### src/clsa_defs.svh
// Constants of the compare, logic and shift datapath
`ifndef CLSA_DEFS_SVH
`define CLSA_DEFS_SVH
`define CLSA_CLK_SHORT 3'h1
`define CLSA_CLK_RMW 3'h2
`define CLSA_CLK_EXT_RMW 3'h3
`define CLSA_CLK_PROG 3'h4
`define CLSA_CLK_PROG_EXT 3'h5
`define CLSA_ZERO_BYTE 8'h00
`define CLSA_RESET_ACC 16'h0000
`endif

### src/clsa_pkg.sv
// Types of the compare, logic and shift datapath
package clsa_pkg;
  typedef enum logic [4:0] {
    CLSA_OR = 5'h00,
    CLSA_XOR = 5'h01,
    CLSA_COMPARE = 5'h02,
    CLSA_COMPARE_ZERO = 5'h03,
    CLSA_COMPARE_IDX = 5'h04,
    CLSA_WADD = 5'h05,
    CLSA_WSUB = 5'h06,
    CLSA_WCMP = 5'h07,
    CLSA_UMUL = 5'h08,
    CLSA_INC = 5'h09,
    CLSA_BDEC = 5'h0a,
    CLSA_WINC = 5'h0b,
    CLSA_WDEC = 5'h0c,
    CLSA_BLSR = 5'h0d,
    CLSA_WLSR = 5'h0e,
    CLSA_BLSL = 5'h0f,
    CLSA_WLSL = 5'h10,
    CLSA_BASR = 5'h11,
    CLSA_WASR = 5'h12
  } clsa_op_t;
  typedef enum logic [1:0] {
    CLSA_AREA_INT = 2'h0,
    CLSA_AREA_NONE = 2'h1,
    CLSA_AREA_PROG = 2'h2
  } clsa_area_t;
  // One operation request from the sequencer
  typedef struct packed {
    clsa_op_t op;
    logic [15:0] dst;
    logic [15:0] src;
    logic [3:0] cnt;
    clsa_area_t area;
    logic seg;
    logic mem;
    logic mem_imm;
    logic [3:0] bank;
    logic [15:0] addr;
  } clsa_req_t;
  // Flags of the program status word handled here
  typedef struct packed {
    logic zero;
    logic half_carry_flag;
    logic carry_bit;
  } clsa_flags_t;
  // Result handed back to the sequencer
  typedef struct packed {
    logic [15:0] value;
    logic write_back;
    clsa_flags_t flags;
    logic [19:0] ext_addr;
  } clsa_res_t;
endpackage

### src/clsa_alu.sv
// Sequenced datapath: takes a request, holds it for its clock count, answers
`include "clsa_defs.svh"
module clsa_alu (
  input wire logic clk_i, // CPU clock
  input wire logic rst_i, // Synchronous reset, active high
  input wire logic cpu_en_i, // One pulse per selected CPU clock cycle
  input wire logic start_i, // Request valid
  input wire clsa_pkg::clsa_req_t req_i, // Request
  input wire clsa_pkg::clsa_flags_t flags_i, // Flags in
  output logic busy_o, // Operation in progress
  output logic done_o, // Result valid, one cycle
  output clsa_pkg::clsa_res_t res_o // Result, flags, address
);
  typedef enum logic [0:0] {
    CLSA_IDLE = 1'b0,
    CLSA_RUN = 1'b1
  } clsa_state_t;
  clsa_state_t state_reg;
  clsa_state_t state_next;
  clsa_pkg::clsa_req_t req_reg;
  logic [2:0] cnt_reg;
  logic [2:0] need;
  logic [2:0] need_reg;
  logic [2:0] cnt_next;
  logic busy_reg;
  logic done_reg;
  clsa_pkg::clsa_res_t res_reg;
  clsa_pkg::clsa_res_t core_res;
  logic finish;
  // Instruction clock count from operation and operand area
  function automatic logic [2:0] clocks(input clsa_pkg::clsa_req_t r);
    logic rmw;
    rmw = (r.op == clsa_pkg::CLSA_INC) || (r.op == clsa_pkg::CLSA_BDEC) ||
          (r.op == clsa_pkg::CLSA_WINC) || (r.op == clsa_pkg::CLSA_WDEC);
    if (r.area == clsa_pkg::CLSA_AREA_PROG && !rmw)
      clocks = r.seg ? `CLSA_CLK_PROG_EXT : `CLSA_CLK_PROG;
    else if (rmw && r.mem)
      clocks = r.seg ? `CLSA_CLK_EXT_RMW : `CLSA_CLK_RMW;
    else if (((r.op == clsa_pkg::CLSA_OR) || (r.op == clsa_pkg::CLSA_XOR)) && r.mem_imm)
      clocks = `CLSA_CLK_RMW;
    else if (r.seg)
      clocks = `CLSA_CLK_RMW;
    else
      clocks = `CLSA_CLK_SHORT;
  endfunction
  assign need = clocks(req_i);
  assign finish = (state_reg == CLSA_RUN) && cpu_en_i && (cnt_reg == need_reg);
  assign cnt_next = cpu_en_i ? cnt_reg + 3'h1 : cnt_reg;
  clsa_core u_core (
    .req_i(req_reg),
    .flags_i(flags_i),
    .res_o(core_res)
  );
  // Next state
  always_comb begin
    state_next = state_reg;
    unique case (state_reg)
      CLSA_IDLE: if (start_i) state_next = CLSA_RUN;
      CLSA_RUN: if (finish) state_next = CLSA_IDLE;
    endcase
  end
  // Request capture and clock counting
  always_ff @(posedge clk_i) begin
    if (rst_i) begin
      state_reg <= CLSA_IDLE;
      req_reg <= '0;
      need_reg <= `CLSA_CLK_SHORT;
      cnt_reg <= 3'h0;
    end else begin
      state_reg <= state_next;
      if (state_reg == CLSA_IDLE && start_i) begin
        req_reg <= req_i;
        need_reg <= need;
        cnt_reg <= 3'h1;
      end else if (state_reg == CLSA_RUN) begin
        cnt_reg <= cnt_next;
      end
    end
  end
  // Registered outputs
  always_ff @(posedge clk_i) begin
    if (rst_i) begin
      busy_reg <= 1'b0;
      done_reg <= 1'b0;
      res_reg <= '0;
    end else begin
      busy_reg <= (state_next == CLSA_RUN);
      done_reg <= finish;
      if (finish) res_reg <= core_res;
    end
  end
  assign busy_o = busy_reg;
  assign done_o = done_reg;
  assign res_o = res_reg;
endmodule

### src/clsa_core.sv
// Combinational arithmetic, logic and shift unit
`include "clsa_defs.svh"
module clsa_core (
  input wire clsa_pkg::clsa_req_t req_i, // Operation and operands
  input wire clsa_pkg::clsa_flags_t flags_i, // Flags before the operation
  output clsa_pkg::clsa_res_t res_o // Result and flags after
);
  // Subtract with half-borrow and borrow for bytes
  function automatic logic [9:0] sub8(input logic [7:0] a, input logic [7:0] b);
    logic [8:0] d;
    logic [4:0] h;
    d = {1'b0, a} - {1'b0, b};
    h = {1'b0, a[3:0]} - {1'b0, b[3:0]};
    sub8 = {d[8], h[4], d[7:0]};
  endfunction
  // Add or subtract on words, carry from bit 15, half from bit 3
  function automatic logic [17:0] arith16(input logic [15:0] a, input logic [15:0] b,
                                          input logic sub);
    logic [16:0] r;
    logic [4:0] h;
    r = sub ? ({1'b0, a} - {1'b0, b}) : ({1'b0, a} + {1'b0, b});
    h = sub ? ({1'b0, a[3:0]} - {1'b0, b[3:0]}) : ({1'b0, a[3:0]} + {1'b0, b[3:0]});
    arith16 = {r[16], h[4], r[15:0]};
  endfunction
  logic [7:0] a8;
  logic [7:0] b8;
  logic [3:0] n;
  logic [9:0] s8;
  logic [17:0] w16;
  logic [15:0] lsr_w;
  logic [15:0] lsl_w;
  logic [15:0] asr_w;
  logic [7:0] asr_b;
  logic [7:0] sh_b;
  logic lsr_c;
  logic lsl_c;
  logic lslb_c;
  logic asr_c;
  logic wlsr_c;
  logic wasr_c;
  logic cnt_nz;
  assign a8 = req_i.dst[7:0];
  assign b8 = req_i.src[7:0];
  assign n = req_i.cnt;
  assign cnt_nz = (n != 4'h0);
  assign s8 = sub8(a8, b8);
  assign w16 = arith16(req_i.dst, req_i.src, req_i.op != clsa_pkg::CLSA_WADD);
  // Shift results; carry is the last bit shifted out
  assign sh_b = a8 >> n;
  assign lsr_c = cnt_nz && (n <= 4'h8) && a8[3'(n - 4'h1)];
  assign lsl_w = req_i.dst << n;
  assign lsl_c = cnt_nz && req_i.dst[4'(5'h10 - {1'b0, n})];
  assign lslb_c = cnt_nz && (n <= 4'h8) && a8[3'(4'h8 - n)];
  assign asr_b = 8'($signed(a8) >>> n);
  assign asr_c = cnt_nz && a8[(n > 4'h8) ? 3'h7 : 3'(n - 4'h1)];
  assign lsr_w = req_i.dst >> n;
  assign wlsr_c = cnt_nz && req_i.dst[n - 4'h1];
  assign asr_w = 16'($signed(req_i.dst) >>> n);
  assign wasr_c = cnt_nz && req_i.dst[n - 4'h1];
  // Operation select; the whole result is written by this one process
  always_comb begin
    res_o.ext_addr = req_i.seg ? {req_i.bank, req_i.addr} : {4'h0, req_i.addr};
    res_o.value = req_i.dst;
    res_o.write_back = 1'b1;
    res_o.flags = flags_i;
    unique case (req_i.op)
      clsa_pkg::CLSA_OR: begin
        res_o.value = {8'h00, a8 | b8};
        res_o.flags.zero = ((a8 | b8) == 8'h00);
      end
      clsa_pkg::CLSA_XOR: begin
        res_o.value = {8'h00, a8 ^ b8};
        res_o.flags.zero = ((a8 ^ b8) == 8'h00);
      end
      clsa_pkg::CLSA_COMPARE, clsa_pkg::CLSA_COMPARE_IDX: begin
        res_o.write_back = 1'b0;
        res_o.flags = '{zero: s8[7:0] == 8'h00, half_carry_flag: s8[8], carry_bit: s8[9]};
      end
      clsa_pkg::CLSA_COMPARE_ZERO: begin
        res_o.write_back = 1'b0;
        res_o.flags = '{zero: a8 == `CLSA_ZERO_BYTE, half_carry_flag: 1'b0, carry_bit: 1'b0};
      end
      clsa_pkg::CLSA_WADD, clsa_pkg::CLSA_WSUB, clsa_pkg::CLSA_WCMP: begin
        res_o.value = w16[15:0];
        res_o.write_back = (req_i.op != clsa_pkg::CLSA_WCMP);
        res_o.flags = '{zero: w16[15:0] == 16'h0000, half_carry_flag: w16[16],
                        carry_bit: w16[17]};
      end
      clsa_pkg::CLSA_UMUL: res_o.value = {8'h00, a8} * {8'h00, b8};
      clsa_pkg::CLSA_INC, clsa_pkg::CLSA_BDEC: begin
        res_o.value = {8'h00, (req_i.op == clsa_pkg::CLSA_INC) ? a8 + 8'h01 : a8 - 8'h01};
        res_o.flags.zero = (res_o.value[7:0] == 8'h00);
        res_o.flags.half_carry_flag = (req_i.op == clsa_pkg::CLSA_INC) ?
                                      (a8[3:0] == 4'hf) : (a8[3:0] == 4'h0);
      end
      clsa_pkg::CLSA_WINC: res_o.value = req_i.dst + 16'h0001;
      clsa_pkg::CLSA_WDEC: res_o.value = req_i.dst - 16'h0001;
      clsa_pkg::CLSA_BLSR: begin
        res_o.value = {8'h00, sh_b};
        if (cnt_nz) res_o.flags.carry_bit = lsr_c;
      end
      clsa_pkg::CLSA_WLSR: begin
        res_o.value = lsr_w;
        if (cnt_nz) res_o.flags.carry_bit = wlsr_c;
      end
      clsa_pkg::CLSA_BLSL: begin
        res_o.value = {8'h00, lsl_w[7:0]};
        if (cnt_nz) res_o.flags.carry_bit = lslb_c;
      end
      clsa_pkg::CLSA_WLSL: begin
        res_o.value = lsl_w;
        if (cnt_nz) res_o.flags.carry_bit = lsl_c;
      end
      clsa_pkg::CLSA_BASR: begin
        res_o.value = {8'h00, asr_b};
        if (cnt_nz) res_o.flags.carry_bit = asr_c;
      end
      clsa_pkg::CLSA_WASR: begin
        res_o.value = asr_w;
        if (cnt_nz) res_o.flags.carry_bit = wasr_c;
      end
      default: res_o.write_back = 1'b0;
    endcase
  end
endmodule

### config.mk
export PLATFORM = sky130hd
export DESIGN_NAME = clsa_alu
export DESIGN_NICKNAME = d
export VERILOG_FILES = /design/src/clsa_pkg.sv /design/src/clsa_alu.sv /design/src/clsa_core.sv
export VERILOG_INCLUDE_DIRS = /design/src
export SDC_FILE = /design/constraint.sdc
export NUM_CORES = 1
export LEC_CHECK = 0
export BUFFER_PORTS_ARGS = -buffer_cell sky130_fd_sc_hd__buf_4
export CORE_MARGIN = 2
export CORE_UTILIZATION = 56
export CTS_CLUSTER_DIAMETER = 60
export DETAILED_ROUTE_END_ITERATION = 6
export PLACE_DENSITY = 0.83
export SYNTH_ARGS = -nofsm -noshare
export SYNTH_HDL_FRONTEND = slang
export SYNTH_SLANG_ARGS = --single-unit
### constraint.sdc
create_clock -name clk_i -period 5 [get_ports clk_i]
set_input_delay 0.5 -clock clk_i [delete_from_list [all_inputs] [get_ports clk_i]]
set_output_delay 0.5 -clock clk_i [all_outputs]
set_load 0.05 [all_outputs]
==> key figures, run 1 <==
Setup path
  • Crit-path max FO: 7
  • CP arrival: 5.02 ns
  • Worst Path Required: 5.24 ns
  • Crit path capture type: register
  • Crit start category: register
  • Setup crit start: req_reg[48]$_SDFFE_PP0P_
  • R2R Path Start: req_reg[48]$_SDFFE_PP0P_
  • R2r setup slk: 0.22 ns
  • WS Path Type: register to register

Clocking
  • Cts hold-fix bufs: 0
  • Clock sink total: 110
  • Root Driver: clkbuf_16
  • H-Tree Depth: 3
  • TritonCTS Buffers: 9
  • Worst-Skew Late Latency: 0.37 ns
  • TritonCTS clock tree: done
  • Postcts setup bufs: 0
  • Register clock-pin slew on the reported worst setup and hold paths: 0.09 ns
  • Max Root-Sink Buffers: 2

Worst hold path
  • Worst Min Path Start: req_i[12]
  • Worst hold-check path type: primary input to register

Logic synthesis
  • Main combinational cell family by area after synthesis: compound AO/OA/AOI/OAI gates
  • Top FF cell, synth: dfxtp_1
  • Synth Warn #: 0
  • Syn Std Cell Area: 11800 sq um
  • Asr flop ratio synth: 0
  • Most common cell in the netlist: nand2_1
  • Synth Register Bits: 110
  • Number of synthesized flops with an enable pin: 0
  • Simple-Gate Fraction of Synth Area: 0.219
  • Seq/Total Area, Yosys: 0.187
  • Mux cell area share after synthesis: 0.0740
  • Syn Area/Cell: 7.47 sq um
  • Compound-cell area share of the yosys netlist: 0.236
  • Synth Net Count: 1788
  • Synth area leaders: dfxtp_1 (19%), ha_1 (11%), nand2_1 (8.2%)
  • Synth Area in XOR/XNOR: 0.0432
  • Post-synth top area cell: dfxtp_1
  • Count of cell types in the netlist: 88
  • Share of the synthesized area in the top cell type: 0.187
  • Adder-cell area share of the yosys netlist: 0.174
  • Post-synth top cells: nand2_1 (257), a21oi_1 (170), nor2_1 (143)
  • Gate Count Post-Synth: 1576

Route
  • Post-DR vias/cell: 6.46
  • Via count: 12508
  • Post-Route WL: 44800 microns
  • Detailed-route DRC error count: 0
  • Starting DRT DRC Count: 1314
  • Drt pass-1 iters: 6
  • Routed WL per cell: 23.2 microns
  • Final ANT Viol Nets: 0

Placed design
  • Post-DP HPWL: 34000 microns
  • GPL Wtd Cong: 1.05
  • DP Area: 13000 sq um
  • Port buffer count: 114

Power and ir drop
  • Reg power frac: 0.338
  • Total power draw: 2880 uW
  • VDD IR-drop max: 0.165 mV
  • Clock power frac: 0.271
  • Combinational share of power: 0.390
  • Leak: 0.00578 uW
  • Pint: 1690 uW
  • NetSw: 1190 uW
  • Switching share of total power: 0.412
  • Power per cell area: 216 nW/um^2

Floorplan
  • Die width: 149 microns
  • Rows: 53
  • Die span in y: 149 microns
  • Initial Util: 0.565
  • Die ar.: 22200 sq um
  • Top-level I/O count: 115
  • Core area: 20800 sq um

STA
  • Worst slew pin tran: 1.17 ns
  • Max Slew Vio Count: 0
  • Relative slew slack: 0.212
  • Max frequency: 209 MHz
  • Final setup fails: 0
  • Min Tclk post-route: 4.78 ns
  • Clock Skews: 0.00882 ns
  • Final Cycle Share: 0.955
  • Endpoints failing hold: 0

Finish
  • Layout cells sized above 1: 0.147
  • Final net count: 1867
  • Max reg flops: 62
  • P&R area growth vs syn: 13.2%
  • Post-Route Utilization: 0.640
  • Design area: 13300 sq um

GRT
  • First-pass GRT wire length: 68300 microns
  • Largest net degree at the start of global routing: 69
  • Antenna violations before repair: 1
  • Overall Global Routing Usage: 0.404
  • Vias in the first global route: 11848
  • Gr ovfl total: 0

Flow run
  • Max Cap Viol: 0

Status
  • Status: finished clean
## power by group through the flow
stage	sequential (uW)	combinational, uW	clock (uW)
after CTS	971	1090	784
final	974	1120	780
after detailed placement	991	1080	0
after global placement	990	1070	0
after floorplan	990	726	0
after global routing	978	1210	817
## cell families after synthesis
| kind of cell | Yosys count |
|---|---|
| buffers and inverters | 197 |
| flip-flops | 110 |
| adder cells (fa/ha/maj) | 140 |
| multiplexers | 67 |
| XOR/XNOR | 56 |
| AO/OA/AOI/OAI | 434 |
| AND/OR/NAND/NOR | 572 |
## through the flow
step                      setup TNS, ns  instances  setup WS (ns)  hold slack (ns)
after detailed placement              0       1919          0.149            0.442
after global routing           -0.00392       1935       -0.00392            0.376
final                                 0       1936          0.225            0.365
after floorplan                       0       1576         0.0409            0.432
after global placement                0       1919          0.181            0.436
after CTS                             0       1935         0.0843            0.361
## what timing repair did
item | 4_1_cts | 5_1_grt
endpoints found under the setup margin | 0 | 3
endpoints found under the hold margin | 0 | 0
gates resized for setup | 0 | 11
## per-layer routing
metal	vias up	global-route usage	routed length, microns
li1	5744	-	-
met1	5844	0.538	18000
met2	737	0.624	19800
met3	183	0.0758	4460
met4	0	0.212	2600
met5	-	0	0
## placed cells by master, fill, tap and decap left out, types with 33 or more instances in the layout
| master | n |
|---|---|
| nand2_1 | 257 |
| buf_4 | 169 |
| a21oi_1 | 167 |
| nor2_1 | 142 |
| dfxtp_1 | 103 |
| ha_1 | 99 |
| inv_1 | 83 |
| o21ai_0 | 47 |
| mux2i_1 | 42 |
| fa_1 | 40 |
| nor3_1 | 33 |
## final cells by class
type | count | area [sq um]
clock buffers | 9 | 225
clock inverters | 7 | 85.1
repair buffers | 169 | 1270
flip-flops and latches | 110 | 2210
inverters | 96 | 363
well taps | 275 | 344
multi-input cells | 1269 | 8830
fillers | 1919 | 7500
diodes | 1 | 2.50
## worst paths after layout
| path | cells past startpoint | endpoint |
|---|---|---|
| worst min register to register | 2 | res_o[7]$_SDFFE_PP0P_ |
| worst max register to register | 19 | res_o[38]$_SDFFE_PP0P_ |
| worst min-delay path | 3 | req_reg[12]$_SDFFE_PP0P_ |
| worst max-delay path | 19 | res_o[38]$_SDFFE_PP0P_ |
## critical path, stage by stage (launching register included)
cell and delay (ns):
dfxtp_2 0.36, inv_1 0.10, buf_4 0.17, nor2_1 0.06, fa_1 0.39, fa_1 0.56, inv_1 0.05, fa_1 0.46
fa_1 0.54, inv_1 0.04, ha_1 0.34, o21a_1 0.17, a21oi_2 0.21, a21oi_2 0.11, o41ai_2 0.26, buf_4 0.18
o21ai_0 0.10, xor2_1 0.16, a211oi_1 0.25, o32ai_1 0.12
No activity file was read; power rests on OpenSTA's default activity.
==> inputs of run 2 (changes only) <==
CORE_UTILIZATION = 59   (was 56)
PLACE_DENSITY = 0.84   (was 0.83)
clock period = 4.9 ns   (was 5 ns; I/O delays follow)
==> key figures, run 2 (synthesis results as in run 1) <==
STA
  • Max Slew Vio Count: 0
  • Clock Skews: 0.0188 ns
  • Worst slew pin tran: 1.22 ns
  • Final Cycle Share: 0.969
  • Final setup fails: 0
  • Max frequency: 211 MHz
  • Relative slew slack: 0.180
  • Endpoints failing hold: 0
  • Min Tclk post-route: 4.75 ns
  • Sum of negative setup slack: 0 ns

Route
  • Drt pass-1 iters: 6
  • Post-Route WL: 45600 microns
  • Routed WL per cell: 23.6 microns
  • Post-DR vias/cell: 6.60
  • Starting DRT DRC Count: 1540
  • Detailed-route DRC error count: 0
  • Via count: 12779
  • Final ANT Viol Nets: 0

Finish
  • Most frequent cells in the layout: nand2_1 (257), buf_4 (179), a21oi_1 (166)
  • Sequential cell area: 2220 sq um
  • P&R area growth vs syn: 14.3%
  • Non-filler cells, final: 1935
  • Max reg flops: 62
  • Multi-input logic area: 8890 sq um
  • Layout cells sized above 1: 0.162
  • Final net count: 1877
  • Ant diodes: 0
  • Commonest non-fill, non-tap cell in the layout: nand2_1
  • # fillers: 1669

Flow run
  • Max Cap Viol: 0

Floorplan
  • Core area: 19500 sq um
  • Initial Util: 0.603
  • Die width: 145 microns
  • Die span in y: 145 microns
  • Top-level I/O count: 115
  • Die ar.: 21100 sq um
  • Rows: 51

Clocking
  • Root Driver: clkbuf_16
  • Register clock-pin slew on the reported worst setup and hold paths: 0.10 ns
  • Cts hold-fix bufs: 0
  • TritonCTS clock tree: done
  • Worst-Skew Late Latency: 0.37 ns
  • Max Root-Sink Buffers: 2
  • Postcts setup bufs: 0
  • H-Tree Depth: 3
  • Clock sink total: 110
  • TritonCTS Buffers: 9

Setup path
  • CP arrival: 4.97 ns
  • Worst Path Required: 5.13 ns
  • Crit start category: register
  • Crit path capture type: register
  • R2r setup slk: 0.15 ns
  • WS Path Type: register to register
  • Crit-path max FO: 7

Power and ir drop
  • Power per cell area: 221 nW/um^2
  • VDD IR-drop max: 0.250 mV
  • Leak: 0.00585 uW
  • Total power draw: 2980 uW

GRT
  • Gr ovfl total: 0
  • Vias in the first global route: 12297
  • First-pass GRT wire length: 69900 microns
  • Largest net degree at the start of global routing: 71
  • Antenna violations before repair: 0
  • Overall Global Routing Usage: 0.424

Placed design
  • Post-DP HPWL: 33800 microns
  • Port buffer count: 114
  • GPL Wtd Cong: 1.07
  • Placed Instances: 1919

Status
  • Status: finished clean

Worst hold path
  • Worst hold-check path type: primary input to register
-- run 2: changes by cell type in the layout (fill, tap and decap cells not counted), sizes merged --
cell | before | now
diode | 1 | 0
inv | 96 | 98
clkinvlp | 1 | 0
buf | 169 | 179
clkinv | 6 | 5
-- run 2: layout make-up --
| cell class | count | share of cell area |
|---|---|---|
| multi-input cells | 1269 | 0.661 |
| flip-flops and latches | 110 | 0.165 |
| repair buffers | 179 | 0.0998 |
| inverters | 96 | 0.0269 |
| well taps | 265 | 0.0246 |
| clock buffers | 9 | 0.0167 |
| clock inverters | 7 | 0.00678 |
-- run 2: timing repair --
item / CTS / global route
pin swaps: 0 / 5
setup endpoints to repair: 3 / 6
resized for setup: 3 / 25
-- run 2: path summary, 6_finish.rpt --
kind              cells after the start                       end                      from
hold reg to reg                       2     res_o[3]$_SDFFE_PP0P_   req_reg[3]$_SDFFE_PP0P_
setup / recovery                     19    res_o[36]$_SDFFE_PP0P_  req_reg[47]$_SDFFE_PP0P_
setup reg to reg                     19    res_o[36]$_SDFFE_PP0P_  req_reg[47]$_SDFFE_PP0P_
hold / removal                        3  req_reg[29]$_SDFFE_PP0P_                 req_i[29]
-- run 2: where the power goes --
part,internal [uW],leakage (uW),switching [uW],total [uW]
combinational,430,0.00479,739,1170
sequential,936,0.000901,60.4,996
clock,373,0.000152,442,815
total,1740,0.00585,1240,2980
-- run 2: metrics by stage --
step	hold slack [ns]	util	instance area, sq um	setup WS [ns]
after global routing	0.366	0.690	13500	-0.0126
final	0.354	0.690	13500	0.153
after floorplan	0.432	-	11800	0.00893
after CTS	0.358	0.685	13400	0.0262
after detailed placement	0.443	0.669	13100	-0.0276
after global placement	0.437	0.669	13100	0.0254
-- run 2: critical path: stages, from the launching register on --
cell and delay [ns]:
dfxtp_2 0.35, clkinv_1 0.06, buf_4 0.16, nor2_1 0.07, fa_1 0.43, fa_1 0.54
inv_1 0.05, fa_1 0.46, fa_1 0.55, inv_1 0.04, ha_1 0.32, o21a_1 0.14
a21oi_2 0.19, a21oi_2 0.13, o41ai_4 0.38, buf_4 0.18, xnor2_1 0.05, a221o_1 0.29
a21oi_1 0.11, o32ai_1 0.10
-- run 2: per-layer routing --
layer / GRT usage / routed length (microns)
met5: 0 / 0
met4: 0.224 / 2800
met3: 0.0984 / 5220
met2: 0.650 / 19800
met1: 0.556 / 17800
==> inputs of run 3 (changes only) <==
ABC_AREA = 1   (was not set)
PLACE_DENSITY = 0.83   (was 0.84)
==> key figures, run 3 <==
Logic synthesis
  • Syn Area/Cell: 5.92 sq um
  • Number of synthesized flops with an enable pin: 0
  • Syn Std Cell Area: 12500 sq um
  • Count of cell types in the netlist: 50
  • Gate Count Post-Synth: 2108
  • Asr flop ratio synth: 0
  • Synth Warn #: 0
  • Post-synth top cells: nand2_1 (596), inv_1 (281), nor2_1 (238)
  • Share of the synthesized area in the top cell type: 0.179
  • Most common cell in the netlist: nand2_1
  • Synth area leaders: nand2_1 (18%), dfxtp_1 (18%), ha_1 (9.9%)
  • Synth Register Bits: 110
  • Seq/Total Area, Yosys: 0.176
  • Synth Net Count: 2320
  • Top FF cell, synth: dfxtp_1
  • Post-synth top area cell: nand2_1

Status
  • Status: finished clean

Clocking
  • TritonCTS Buffers: 9
  • Post-CTS resize count: 0
  • Worst-Skew Late Latency: 0.38 ns
  • TritonCTS clock tree: done
  • Cts hold-fix bufs: 0
  • Postcts setup bufs: 0
  • Register clock-pin slew on the reported worst setup and hold paths: 0.09 ns
  • Root Driver: clkbuf_16
  • Clock sink total: 110
  • Max Root-Sink Buffers: 2
  • H-Tree Depth: 3

GRT
  • Vias in the first global route: 13191
  • Antenna violations before repair: 0
  • Gr ovfl total: 0
  • Overall Global Routing Usage: 0.413
  • Largest net degree at the start of global routing: 71
  • First-pass GRT wire length: 71200 microns

Setup path
  • WS Path Type: register to register
  • Crit start category: register
  • CP arrival: 4.85 ns
  • Worst Path Required: 5.21 ns
  • Crit-path max FO: 10
  • Crit path capture type: register

Route
  • Via count: 14434
  • Detailed-route DRC error count: 0
  • Routed WL per cell: 18.8 microns
  • Final ANT Viol Nets: 0
  • Post-DR vias/cell: 5.87
  • Drt pass-1 iters: 6
  • Post-Route WL: 46200 microns
  • Starting DRT DRC Count: 1637

STA
  • Max frequency: 220 MHz
  • Clock Skews: 0.0156 ns
  • Final Cycle Share: 0.928
  • RSZ-0062 raised after global routing: false
  • Sum of negative setup slack: 0 ns
  • Min Tclk post-route: 4.55 ns
  • Max Slew Vio Count: 0
  • Relative slew slack: 0.363
  • Worst slew pin tran: 0.952 ns
  • Endpoints failing hold: 0
  • Final setup fails: 0

Finish
  • Ant diodes: 0
  • Max reg flops: 62
  • Multi-input logic area: 8830 sq um
  • # fillers: 2036
  • Most frequent cells in the layout: nand2_1 (596), inv_1 (280), nor2_1 (237)
  • Commonest non-fill, non-tap cell in the layout: nand2_1
  • Sequential cell area: 2200 sq um
  • Final net count: 2393
  • Layout cells sized above 1: 0.0929
  • P&R area growth vs syn: 11.1%

Floorplan
  • Core area: 20900 sq um
  • Die width: 149 microns
  • Rows: 53
  • Die ar.: 22300 sq um
  • Initial Util: 0.598
  • Die span in y: 149 microns
  • Top-level I/O count: 115

Power and ir drop
  • Power per cell area: 247 nW/um^2
  • Total power draw: 3420 uW
  • VDD IR-drop max: 0.212 mV
  • Leak: 0.00763 uW

Flow run
  • Max Cap Viol: 0

Placed design
  • Port buffer count: 114
  • Post-DP HPWL: 36200 microns
  • GPL Wtd Cong: 1.10

Worst hold path
  • Worst hold-check path type: primary input to register
-- run 3: critical path: stages, from the launching register on --
cell and delay (ns):
dfxtp_1 0.55, nand2_1 0.14, fa_1 0.54, fa_1 0.55, inv_1 0.06, fa_1 0.53
inv_1 0.06, fa_1 0.53, inv_1 0.04, ha_1 0.36, a21o_1 0.21, o21ai_0 0.22
nand3_1 0.09, nand2_1 0.07, nand3_1 0.07, o21ai_0 0.13, inv_1 0.06, nand3_1 0.08
nand2_1 0.06, a21oi_1 0.14
-- run 3: worst paths after layout --
check	startpoint	end	slack, ns	cells past startpoint
max	req_reg[36]$_SDFFE_PP0P_	res_o[36]$_SDFFE_PP0P_	0.35	19
min	req_i[13]	req_reg[13]$_SDFFE_PP0P_	0.33	3
max reg2reg	req_reg[36]$_SDFFE_PP0P_	res_o[36]$_SDFFE_PP0P_	0.35	19
min reg2reg	req_reg[18]$_SDFFE_PP0P_	res_o[18]$_SDFFE_PP0P_	0.47	2
-- run 3: cells by family after synthesis --
| family | share of synthesized area |
|---|---|
| fa+ha+maj | 0.163 |
| simple gates | 0.390 |
| buf+inv | 0.116 |
| xor+xnor | 0.0154 |
| compound gates | 0.138 |
| flops | 0.176 |
| mux | 0.000802 |
-- run 3: through the flow --
step           hold WS [ns]  utilization  setup slack (ns)  std cells  area (sq um)
6_report              0.329        0.664             0.355       2461         13900
5_1_grt               0.343        0.664            0.0406       2461         13900
4_1_cts               0.335        0.664             0.416       2461         13900
3_5_place_dp          0.461        0.649             0.435       2445         13600
3_3_place_gp          0.448        0.649             0.476       2445         13600
2_1_floorplan         0.440            -             0.485       2108         12500
-- run 3: final cells by class --
class | count | share of cell area
multi-input cells | 1622 | 0.637
flip-flops and latches | 110 | 0.159
inverters | 298 | 0.0806
repair buffers | 140 | 0.0758
well taps | 275 | 0.0248
clock buffers | 9 | 0.0162
clock inverters | 7 | 0.00677
-- run 3: where the power goes --
group | leakage, uW | internal [uW] | switching (uW)
Combinational | 0.00657 | 502 | 1070
Sequential | 0.000903 | 952 | 103
Clock | 0.000154 | 374 | 416
-- run 3: metal layers --
| layer | vias up | part of all wire | wire [microns] | global-route usage |
|---|---|---|---|---|
| met5 | - | 0 | 0 | 0 |
| met1 | 6506 | 0.40 | 18400 | 0.543 |
| li1 | 6920 | - | - | - |
| met2 | 822 | 0.43 | 19800 | 0.637 |
| met4 | 0 | 0.059 | 2740 | 0.217 |
| met3 | 186 | 0.12 | 5350 | 0.0878 |
